==> src/design/mot_params.svh <==
// constants of the payload octet counters and arrival time stamping
// Summary of operation
// - keep separate 64-bit running payload byte totals for receive and transmit
// - only frames free of FCS, oversize, undersize and length errors qualify
// - each direction gives a 16-bit per-frame payload count with a valid pulse
// - the per-frame count means something only while its valid pulse is high
// - per-frame counts and pulses work even with the running totals left out
// - receive and transmit signals all follow the one shared clock, ref_clk_i
// - with time option on, every received packet gets a wide and/or narrow stamp
// - the receive stamp is valid in the same cycle as client start-of-packet
// - the receive stamp is the time sampled at link arrival, not at delivery
// - a fingerprint given with a timing packet comes back unchanged
// - outgoing timing packets get exit time updates, one-step or two-step
`ifndef MOT_PARAMS_SVH
`define MOT_PARAMS_SVH

`define MOT_LEN_W          16
`define MOT_TOTAL_W        64
`define MOT_WIDE_W         96
`define MOT_NARROW_W       64
`define MOT_FP_W           8
`define MOT_TOTAL_RST      64'h0
`define MOT_LEN_RST        16'h0
// wide format field positions (seconds, nanoseconds, fraction) and the narrow nanoseconds position
`define MOT_WIDE_SEC_LSB   48
`define MOT_WIDE_NS_LSB    16
`define MOT_NARROW_NS_LSB  16
`define MOT_NS_PER_SEC     33'h03b9aca00
// fixed transit latency of the transmit path, in nanoseconds
`define MOT_TX_LATENCY_NS  32'h00000032
`define MOT_RX_DEPTH       4

`endif

==> src/design/mot_pkg.sv <==
// types shared by the payload counters and time stamping
package mot_pkg;
`include "mot_params.svh"

    // end-of-frame report from the mac datapath
    typedef struct packed {
        logic                  done;
        logic [`MOT_LEN_W-1:0] len;
        logic                  fcs_err;
        logic                  oversize;
        logic                  undersize;
        logic                  len_err;
    } mot_frame_end_s;

    typedef struct packed {
        logic [`MOT_WIDE_W-1:0]   wide;
        logic [`MOT_NARROW_W-1:0] narrow;
    } mot_stamp_s;

    typedef enum logic [1:0] {
        MOT_TX_NONE,
        MOT_TX_TWO_STEP,
        MOT_TX_INSERT,
        MOT_TX_CORRECT
    } mot_tx_mode_e;

    // request given with transmit start-of-packet
    typedef struct packed {
        logic                     sop;
        logic                     two_step;
        logic                     insert;
        logic                     correct;
        logic [`MOT_FP_W-1:0]     fingerprint;
        logic [`MOT_NARROW_W-1:0] ingress_narrow;
    } mot_tx_req_s;

    typedef struct packed {
        mot_tx_mode_e             mode;
        logic [`MOT_FP_W-1:0]     fingerprint;
        logic [`MOT_WIDE_W-1:0]   wide;
        logic [`MOT_NARROW_W-1:0] narrow;
    } mot_tx_stamp_s;
endpackage

==> src/design/mot_payload_counter.sv <==
// per-frame payload count, valid pulse and running total for one direction
`timescale 1ns/100ps
`include "mot_params.svh"
module mot_payload_counter
    import mot_pkg::*;
#(
    parameter bit TOTALS_ON = 1'b1
) (
    input  wire logic                    ref_clk_i,
    input  wire logic                    rst_n_i,
    input  wire mot_frame_end_s          frame_i,
    output logic [`MOT_LEN_W-1:0]        count_o,
    output logic                         strobe_o,
    output logic [`MOT_TOTAL_W-1:0]      total_o
);
    logic [`MOT_LEN_W-1:0]   count_ff;
    logic                    strobe_ff;
    logic [`MOT_TOTAL_W-1:0] total_ff;
    logic [`MOT_LEN_W-1:0]   nxt_count;
    logic                    nxt_strobe;
    logic [`MOT_TOTAL_W-1:0] nxt_total;
    logic                    qualifies;

    // qualify the frame and work out the next count and total
    always_comb begin
        qualifies  = frame_i.done && !frame_i.fcs_err && !frame_i.oversize
                     && !frame_i.undersize && !frame_i.len_err;
        nxt_strobe = qualifies;
        nxt_count  = qualifies ? frame_i.len : count_ff;
        nxt_total  = total_ff;
        if (qualifies && TOTALS_ON) begin
            nxt_total = total_ff + {{(`MOT_TOTAL_W-`MOT_LEN_W){1'b0}}, frame_i.len};
        end
        if (!TOTALS_ON) begin
            nxt_total = `MOT_TOTAL_RST;
        end
    end

    // registers on ref_clk_i, the clock shared by both directions
    always_ff @(posedge ref_clk_i) begin
        if (!rst_n_i) begin
            count_ff  <= `MOT_LEN_RST;
            strobe_ff <= 1'b0;
            total_ff  <= `MOT_TOTAL_RST;
        end else begin
            count_ff  <= nxt_count;
            strobe_ff <= nxt_strobe;
            total_ff  <= nxt_total;
        end
    end

    assign count_o  = count_ff;
    assign strobe_o = strobe_ff;
    assign total_o  = total_ff;
endmodule

==> src/design/mot_top.sv <==
// payload octet counters for both directions plus receive and transmit time stamping
`timescale 1ns/100ps
`include "mot_params.svh"
module mot_top
    import mot_pkg::*;
#(
    parameter bit PRECISION_TIME_OPTION = 1'b1,
    parameter bit WIDE_ON               = 1'b1,
    parameter bit NARROW_ON             = 1'b1,
    parameter bit STATS_TOTALS_ON       = 1'b1,
    parameter int RX_DEPTH              = `MOT_RX_DEPTH
) (
    input  wire logic                     ref_clk_i,
    input  wire logic                     rst_n_i,
    input  wire mot_frame_end_s           rx_frame_end_i,
    input  wire mot_frame_end_s           tx_frame_end_i,
    output logic [`MOT_LEN_W-1:0]         rx_frame_payload_count_o,
    output logic                          rx_frame_payload_count_strobe_o,
    output logic [`MOT_TOTAL_W-1:0]       rx_good_payload_total_o,
    output logic [`MOT_LEN_W-1:0]         tx_frame_payload_count_o,
    output logic                          tx_frame_payload_count_strobe_o,
    output logic [`MOT_TOTAL_W-1:0]       tx_good_payload_total_o,
    input  wire logic                     rx_link_arrival_i,
    input  wire logic                     rx_client_sop_i,
    input  wire logic [`MOT_WIDE_W-1:0]   rx_current_time_wide_i,
    input  wire logic [`MOT_NARROW_W-1:0] rx_current_time_narrow_i,
    output logic                          rx_client_sop_o,
    output logic [`MOT_WIDE_W-1:0]        rx_arrival_time_wide_o,
    output logic [`MOT_NARROW_W-1:0]      rx_arrival_time_narrow_o,
    input  wire mot_tx_req_s              tx_req_i,
    input  wire logic [`MOT_WIDE_W-1:0]   tx_current_time_wide_i,
    input  wire logic [`MOT_NARROW_W-1:0] tx_current_time_narrow_i,
    output mot_tx_stamp_s                 tx_stamp_o
);
    localparam int PW = $clog2(RX_DEPTH);

    // add the transit latency to both time formats, wrapping nanoseconds
    function automatic mot_stamp_s add_latency(input mot_stamp_s t, input logic [31:0] lat_ns);
        mot_stamp_s  r;
        logic [32:0] ns_sum;
        r      = t;
        ns_sum = {1'b0, t.wide[`MOT_WIDE_SEC_LSB-1:`MOT_WIDE_NS_LSB]} + {1'b0, lat_ns};
        if (ns_sum >= `MOT_NS_PER_SEC) begin
            ns_sum = ns_sum - `MOT_NS_PER_SEC;
            r.wide[`MOT_WIDE_W-1:`MOT_WIDE_SEC_LSB] = t.wide[`MOT_WIDE_W-1:`MOT_WIDE_SEC_LSB] + 48'h1;
        end
        r.wide[`MOT_WIDE_SEC_LSB-1:`MOT_WIDE_NS_LSB] = ns_sum[31:0];
        r.narrow = t.narrow + {16'h0, lat_ns, 16'h0};
        return r;
    endfunction

    // keep only the formats that are built in
    function automatic mot_stamp_s mask_formats(input mot_stamp_s t);
        mot_stamp_s r;
        r.wide   = WIDE_ON   ? t.wide   : '0;
        r.narrow = NARROW_ON ? t.narrow : '0;
        return r;
    endfunction

    // per-direction payload counters, both on the shared ref_clk_i
    mot_payload_counter #(
        .TOTALS_ON (STATS_TOTALS_ON)
    ) u_rx_count (
        .ref_clk_i (ref_clk_i),
        .rst_n_i   (rst_n_i),
        .frame_i   (rx_frame_end_i),
        .count_o   (rx_frame_payload_count_o),
        .strobe_o  (rx_frame_payload_count_strobe_o),
        .total_o   (rx_good_payload_total_o)
    );

    mot_payload_counter #(
        .TOTALS_ON (STATS_TOTALS_ON)
    ) u_tx_count (
        .ref_clk_i (ref_clk_i),
        .rst_n_i   (rst_n_i),
        .frame_i   (tx_frame_end_i),
        .count_o   (tx_frame_payload_count_o),
        .strobe_o  (tx_frame_payload_count_strobe_o),
        .total_o   (tx_good_payload_total_o)
    );

    // receive arrival stamp queue state
    mot_stamp_s    mem_ff [RX_DEPTH];
    mot_stamp_s    nxt_mem [RX_DEPTH];
    logic [PW-1:0] wr_ff;
    logic [PW-1:0] rd_ff;
    logic [PW:0]   fill_ff;
    logic [PW-1:0] nxt_wr;
    logic [PW-1:0] nxt_rd;
    logic [PW:0]   nxt_fill;
    logic          push;
    logic          pop;
    mot_stamp_s    now_stamp;
    mot_stamp_s    head_stamp;

    // receive client outputs
    logic                     rx_sop_ff;
    logic [`MOT_WIDE_W-1:0]   rx_wide_ff;
    logic [`MOT_NARROW_W-1:0] rx_narrow_ff;
    logic                     nxt_rx_sop;
    logic [`MOT_WIDE_W-1:0]   nxt_rx_wide;
    logic [`MOT_NARROW_W-1:0] nxt_rx_narrow;

    // sample link time, queue it, hand the oldest to the client start-of-packet
    always_comb begin
        now_stamp  = mask_formats({rx_current_time_wide_i, rx_current_time_narrow_i});
        head_stamp = (fill_ff != '0) ? mem_ff[rd_ff] : now_stamp;
        pop        = rx_client_sop_i && (fill_ff != '0);
        push       = rx_link_arrival_i && (fill_ff < (PW+1)'(RX_DEPTH))
                     && !(rx_client_sop_i && (fill_ff == '0));
        nxt_mem    = mem_ff;
        if (push) begin
            nxt_mem[wr_ff] = now_stamp;
        end
        nxt_wr        = push ? wr_ff + 1'b1 : wr_ff;
        nxt_rd        = pop ? rd_ff + 1'b1 : rd_ff;
        nxt_fill      = fill_ff + (PW+1)'(push) - (PW+1)'(pop);
        nxt_rx_sop    = rx_client_sop_i;
        nxt_rx_wide   = rx_wide_ff;
        nxt_rx_narrow = rx_narrow_ff;
        if (rx_client_sop_i) begin
            nxt_rx_wide   = PRECISION_TIME_OPTION ? head_stamp.wide   : '0;
            nxt_rx_narrow = PRECISION_TIME_OPTION ? head_stamp.narrow : '0;
        end
    end

    // queue storage holds data only, no reset needed
    always_ff @(posedge ref_clk_i) begin
        mem_ff <= nxt_mem;
    end

    // receive control and outputs on the shared ref_clk_i
    always_ff @(posedge ref_clk_i) begin
        if (!rst_n_i) begin
            wr_ff        <= '0;
            rd_ff        <= '0;
            fill_ff      <= '0;
            rx_sop_ff    <= 1'b0;
            rx_wide_ff   <= '0;
            rx_narrow_ff <= '0;
        end else begin
            wr_ff        <= nxt_wr;
            rd_ff        <= nxt_rd;
            fill_ff      <= nxt_fill;
            rx_sop_ff    <= nxt_rx_sop;
            rx_wide_ff   <= nxt_rx_wide;
            rx_narrow_ff <= nxt_rx_narrow;
        end
    end

    assign rx_client_sop_o          = rx_sop_ff;
    assign rx_arrival_time_wide_o   = rx_wide_ff;
    assign rx_arrival_time_narrow_o = rx_narrow_ff;

    // transmit stamp state
    mot_tx_stamp_s tx_ff;
    mot_tx_stamp_s nxt_tx;
    mot_stamp_s    tx_exit;

    // exit time for two-step report, one-step insert or residence correction
    always_comb begin
        tx_exit = add_latency(mask_formats({tx_current_time_wide_i, tx_current_time_narrow_i}),
                              `MOT_TX_LATENCY_NS);
        nxt_tx             = tx_ff;
        nxt_tx.mode        = MOT_TX_NONE;
        if (PRECISION_TIME_OPTION && tx_req_i.sop) begin
            nxt_tx.fingerprint = tx_req_i.fingerprint;
            nxt_tx.wide        = tx_exit.wide;
            nxt_tx.narrow      = tx_exit.narrow;
            if (tx_req_i.correct) begin
                nxt_tx.mode   = MOT_TX_CORRECT;
                nxt_tx.narrow = tx_exit.narrow - tx_req_i.ingress_narrow;
            end else if (tx_req_i.insert) begin
                nxt_tx.mode = MOT_TX_INSERT;
            end else if (tx_req_i.two_step) begin
                nxt_tx.mode = MOT_TX_TWO_STEP;
            end
        end
    end

    // transmit stamp register on the shared ref_clk_i
    always_ff @(posedge ref_clk_i) begin
        if (!rst_n_i) begin
            tx_ff <= '{mode: MOT_TX_NONE, default: '0};
        end else begin
            tx_ff <= nxt_tx;
        end
    end

    assign tx_stamp_o = tx_ff;
endmodule

==> config.mk <==
export PLATFORM = sky130hd
export DESIGN_NAME = mot_top
export DESIGN_NICKNAME = d
export VERILOG_FILES = /design/src/design/mot_pkg.sv /design/src/design/mot_payload_counter.sv /design/src/design/mot_top.sv
export VERILOG_INCLUDE_DIRS = /design/src /design/src/design
export SDC_FILE = /design/constraint.sdc
export NUM_CORES = 2
export LEC_CHECK = 0
export CAP_MARGIN = 30
export CORE_MARGIN = 2
export CORE_UTILIZATION = 40
export CTS_CLUSTER_SIZE = 10
export DETAILED_ROUTE_END_ITERATION = 10
export DONT_BUFFER_PORTS = 1
export PLACE_DENSITY = 0.51
export SLEW_MARGIN = 20
export SYNTH_ARGS = -nofsm -noshare
export SYNTH_HDL_FRONTEND = slang
export SYNTH_SLANG_ARGS = --single-unit
==> constraint.sdc <==
create_clock -name ref_clk_i -period 16.6 [get_ports ref_clk_i]
set_input_delay 1.66 -clock ref_clk_i [delete_from_list [all_inputs] [get_ports ref_clk_i]]
set_output_delay 1.66 -clock ref_clk_i [all_outputs]
set_load 0.02 [all_outputs]
# Word-level counts from Yosys, hierarchy flattened

Index checks and enable logic that the tools add are counted.

Flip-flop bits (word level): 1140
Latch bits: 0
Memory bits (writable): 0
Bits in read-only memories: 0
Input port bits: 442
Output and inout bits: 493
Word-level logic and storage cells: 80
Memories kept: 0

Add/subtract/negate cells: 11
Multiply operators: 0
Div/mod/pow operators: 0
Order comparisons: 5
Equality and inequality tests: 0
Shifts and indexed selects: 0
Muxes and demuxes: 13
Bitwise logic cells: 2
Reduce and logical (&&, ||, !) cells: 25

Operators by type and width:

| operator                                                                              | count |
|---|---|
| 640-bit bitwise mux                                                                   | 1 |
| 160-bit 2-to-1 mux                                                                    | 4 |
| 160-bit binary-select mux with 2-bit select                                           | 1 |
| 160-bit demux with 2-bit select                                                       | 1 |
| 64-bit by 16-bit adder with 64-bit output                                             | 2 |
| 64-bit by 22-bit adder with 64-bit output, second input constant                      | 1 |
| 64-bit 2-to-1 mux                                                                     | 1 |
| 64-bit subtractor                                                                     | 1 |
| 48-bit by 1-bit adder with 48-bit output, second input constant                       | 1 |
| 48-bit 2-to-1 mux                                                                     | 1 |
| 32-bit by 6-bit adder with 33-bit output, second input constant                       | 1 |
| 33-bit by 30-bit greater-or-equal comparator with 1-bit output, second input constant | 1 |
| 32-bit 2-to-1 mux                                                                     | 1 |
| 32-bit by 30-bit subtractor with 32-bit output, second input constant                 | 1 |
| 1-bit logical AND                                                                     | 13 |
| 1-bit logical NOT                                                                     | 9 |
| 3-bit greater-or-equal comparator, second input constant                              | 2 |
| 2-bit inverter with 3-bit output                                                      | 2 |
| 2-bit by 1-bit adder with 2-bit output, second input constant                         | 2 |
| 2-bit 2-to-1 mux                                                                      | 2 |
| 3-bit by 1-bit adder with 3-bit output                                                | 1 |
| 3-bit logical NOT                                                                     | 1 |
| 3-bit by 1-bit less-than comparator with 1-bit output, second input constant          | 1 |
| 3-bit less-than comparator, second input constant                                     | 1 |
| 4 further kinds                                                                       | 4 |

# Longest topological paths before layout

Word-level depth: 6
Gate-level depth with buffers: 21
Mapped depth without buffers: 19

# By module

A second synthesis with hierarchy kept.

Cells, all modules: 4706
Area total of the unflattened synthesis: 52619.2 sq um

By module, submodules not included:

| module                           | times used | cells an instance | area an instance (sq um) | seq. area each (sq um) |
|---|---|---|---|---|
| mot_top                          | 1          | 3620              | 43943.4                  | 25984.9 |
| mot_payload_counter (u_tx_count) | 1          | 545               | 4341.7                   | 1621.6 |
| mot_payload_counter (u_rx_count) | 1          | 541               | 4334.2                   | 1621.6 |

# Worst setup path before layout

OpenSTA, ideal clock, no wires.

Path kind: in2reg
Start: in rx_client_sop_i
End: reg mem_ff[0] (netlist bit), enable pin
Library setup time: 539 ps
Arrival time: 5889 ps
Data required time: 16061 ps
Path slack: 10172 ps
Stages: 3
Path buffers: 1
Cell sequence: clkbuf_1 a21oi_1 and2_1

Word-level cells in the longest chain between the ends: 3

RTL lines:

| element                | line           | source |
|---|---|---|
| start: declaration     | mot_top.sv:24  | `input wire logic rx_client_sop_i,` |
| 1-bit logical AND      | mot_top.sv:111 | `&& !(rx_client_sop_i && (fill_ff == '0));` |
| 1-bit logical NOT      | mot_top.sv:111 |  |
| 1-bit logical AND      | mot_top.sv:111 |  |
| end signal: assignment | mot_top.sv:130 | `mem_ff <= nxt_mem;` |
| end: declaration       | mot_top.sv:84  | `mot_stamp_s mem_ff [RX_DEPTH];` |

Every way passes these cells.
A chain may end at the register's enable or synchronous reset.

# Worst setup path after layout

Start: in tx_current_time_narrow_i[17]
End: reg tx_ff (netlist bit tx_stamp_o[60])

Word-level cells in the longest chain between the ends: 3

RTL lines:

| element                                     | line           | source |
|---|---|---|
| start: declaration                          | mot_top.sv:32  | `` input wire logic [`MOT_NARROW_W-1:0] tx_current_time_narrow_i, `` |
| 64-bit by 22-bit adder with 64-bit output * | mot_top.sv:48  | `r.narrow = t.narrow + {16'h0, lat_ns, 16'h0};` |
| 64-bit subtractor                           | mot_top.sv:173 | `nxt_tx.narrow = tx_exit.narrow - tx_req_i.ingress_narrow;` |
| 64-bit 2-to-1 mux *                         | mot_top.sv:171 | `if (tx_req_i.correct) begin` |
| end signal: assignment                      | mot_top.sv:187 | `tx_ff <= nxt_tx;` |
| end: declaration                            | mot_top.sv:157 | `mot_tx_stamp_s tx_ff;` |

Mark *: on every way between the ends. The rest lies on a longest branch, timed or not.

==> run summary <==
status -> complete, no violations
GRT overflow -> 0
max frequency -> 178 MHz
Syn Inst Count -> 4538
routing usage on met2 -> 0.399
Max stage delay on crit path -> 0.73 ns
clk sinks -> 1140
fin nets -> 4996
Tcrit/Tclk final -> 0.339
TritonCTS clock tree -> built
Slew @ Worst Pin -> 1.16 ns
Synth top area share -> 0.372
Fin Hold WS -> 0.552 ns
Die Area -> 132000 um^2
setup TNS -> 0 ns
Max-Cap Viols -> 0
fin cells -> 6222
Antenna Nets Post-Route -> 0
DRC -> 0
later-pin clock latency in the skew report -> 0.77 ns
Synthesized Nets -> 5089
count of final setup violators -> 0
Req. time, crit path -> 17.26 ns
slowest CP cell -> nor4_1
Core Area -> 128000 um^2
gr busiest metal -> met2
Vias/cell -> 5.73
hold buffers post-CTS -> 0
post-DP HPWL -> 117 mm
commonest non-fill, non-tap cell in the layout -> edfxtp_1
netlist area before placement -> 51700 um^2
cell taking the most area after synthesis -> edfxtp_1
Worst Path Max Fanout -> 6
synth top area cells -> edfxtp_1 37%, dfxtp_1 19%, mux4_2 7.0%, nand2_1 4.3%, nor2_1 3.3%
Post-Layout Inst Area -> 57500 um^2
Place WS -> 10.39 ns
initial antenna violation count -> 20
CP endpoint kind -> flop
Hold Fails Final Rpt -> 0
Syn. warnings -> 0
pwr/cell area -> 139 nW/um^2
Buf/Inv on CP -> 0
initial drt markers -> 2602
Initial Utilization -> 0.404
number of port buffers -> 0
DRT Pass-1 Iters -> 6
Worst Setup Slack, final -> 10.98 ns
DP Cell Count -> 5964
# IOs -> 935
largest net degree at the start of global routing -> 324
proportion of layout cells with a drive suffix above 1 -> 0.0957
Synth cell types -> 96
EDFF count, synth -> 640
post_cts resized -> 0
leakage -> 20.0 nW
via count -> 35700
Placed Area -> 53100 um^2
worst-path cell chain -> ha_1 > a21oi_1 > a21boi_0 > and2_1 > xor2_1 > ha_1 > a21o_1 > a21o_1 > a21oi_1 > nand2_1 > nor4_1 > o2111a_1 > o31ai_1 > a211o_1 > nand3_1 > mux2_2 > a211oi_1
vias in the first global route -> 34500
WL per Instance -> 27.2 um
GR Layer Usage met1 -> 0.286
ys flop type -> edfxtp_1
area delta synth->final -> 11.2%
asr flop ratio synth -> 0
clock skew -> 0.0356 ns
die width -> 363 um
Worst Setup Path Type -> input pin to flop
Largest delay share family, worst path -> compound AO/OA/AOI/OAI gates
Root Buffer -> clkbuf_16
Final Max Tran Viols -> 0
syn avg cell area -> 11.4 um^2
slew margin rel. -> 0.224
Seq/Total Area, Yosys -> 0.566
TritonCTS Buffers -> 138
global-route wire length before repair -> 243 mm
Arrival @ worst endpoint -> 6.28 ns
die height -> 363 um
met3 global-route usage -> 0.108
GRT Overall Usage -> 0.249
# rows -> 131
Synth Register Bits -> 1140
startpoint types -> input pin
RSZ-0062 raised after global routing -> false
clk buf depth -> 3
Worst Hold Class -> flop to flop
htree depth -> 4
final WL -> 169 mm
post-layout minimum cycle time -> 5.62 ns
GP Congestion -> 0.956
VDD IR-drop max -> 150 uV
fillcell total -> 11900
post-CTS setup buffers -> 0
most frequent cells in the layout -> 640 x edfxtp_1, 594 x nand2_1, 498 x dfxtp_1
Reg clk slew, reported paths -> 0.05 ns
[registers in the layout (all words and copies together), names as in the netlist, 2 cells and up]
name                      count
wr_ff                         2
u_rx_count.count_o           16
fill_ff                       3
rx_arrival_time_wide_o       96
rx_arrival_time_narrow_o     64
u_rx_count.total_o           64
tx_stamp_o                  170
u_tx_count.total_o           64
u_tx_count.count_o           16
mem_ff                      640
rd_ff                         2
[layer usage]
metal  share of wire  wire length, um  vias to the layer above
met3            0.11            19000                      280
met2            0.46            78100                     1257
met5         0.00029               49                        -
li1                -                -                    16500
met4           0.050             8380                       10
met1            0.38            63500                    17600
[synth_stat cells (105+ instances only)]
cell	n
xnor2_1	133
edfxtp_1	640
clkbuf_1	217
nand2_1	594
nor2_1	449
nand3_1	125
xor2_1	164
dfxtp_1	500
o21ai_0	147
inv_1	120
ha_1	105
a21oi_1	282
mux4_2	160
a311oi_1	166
[path summary, 6_finish.rpt]
kind | startpoint | endpoint | slack, ns | depth (start not counted)
max | tx_current_time_narrow_i[17] | tx_stamp_o[60] | 10.98 | 17
min | u_rx_count.count_o[14] | u_rx_count.count_o[14] | 0.55 | 2
max reg2reg | u_rx_count.total_o[0] | u_rx_count.total_o[38] | 12.58 | 14
min reg2reg | u_rx_count.count_o[14] | u_rx_count.count_o[14] | 0.55 | 2
[tightest hold or removal path, stage by stage (launching register included)]
cell and delay [ns]:
dfxtp_1 0.37, nand2_1 0.08, a21oi_1 0.06
[through the flow]
step	power, mW	utilization
finish	7.97	0.450
global route	8.33	0.449
CTS	8.08	0.449
detailed placement	5.18	0.415
global placement	5.18	0.415
floorplan	4.74	-
[final cells by class]
cell class                 count  area, um^2  area share
timing repair buffer          43         412     0.00716
antenna                       14        35.0    0.000610
multi-input combinational   3001       20900       0.364
tap                         1662        2080      0.0362
sequential                  1140       29200       0.509
clock buffer                 219        3920      0.0683
clock inverter                22         402     0.00699
inverter                     121         462     0.00803
[report_power, final]
group          total, mW  internal [mW]  switching (mW)
Combinational       1.44          0.596           0.848
Clock               2.88           1.68            1.20
Sequential          3.65           3.30           0.351
Total               7.97           5.57            2.40
[cells by family after synthesis]
logic type                 synth area share
and+or+nand+nor                       0.133
AOI/OAI and AO/OA                     0.111
buffers and inverters                0.0300
muxes                                0.0829
adders and majority gates            0.0270
DFF                                   0.566
xor gates and xnor gates             0.0507
No activity file was read; power rests on OpenSTA's default activity.
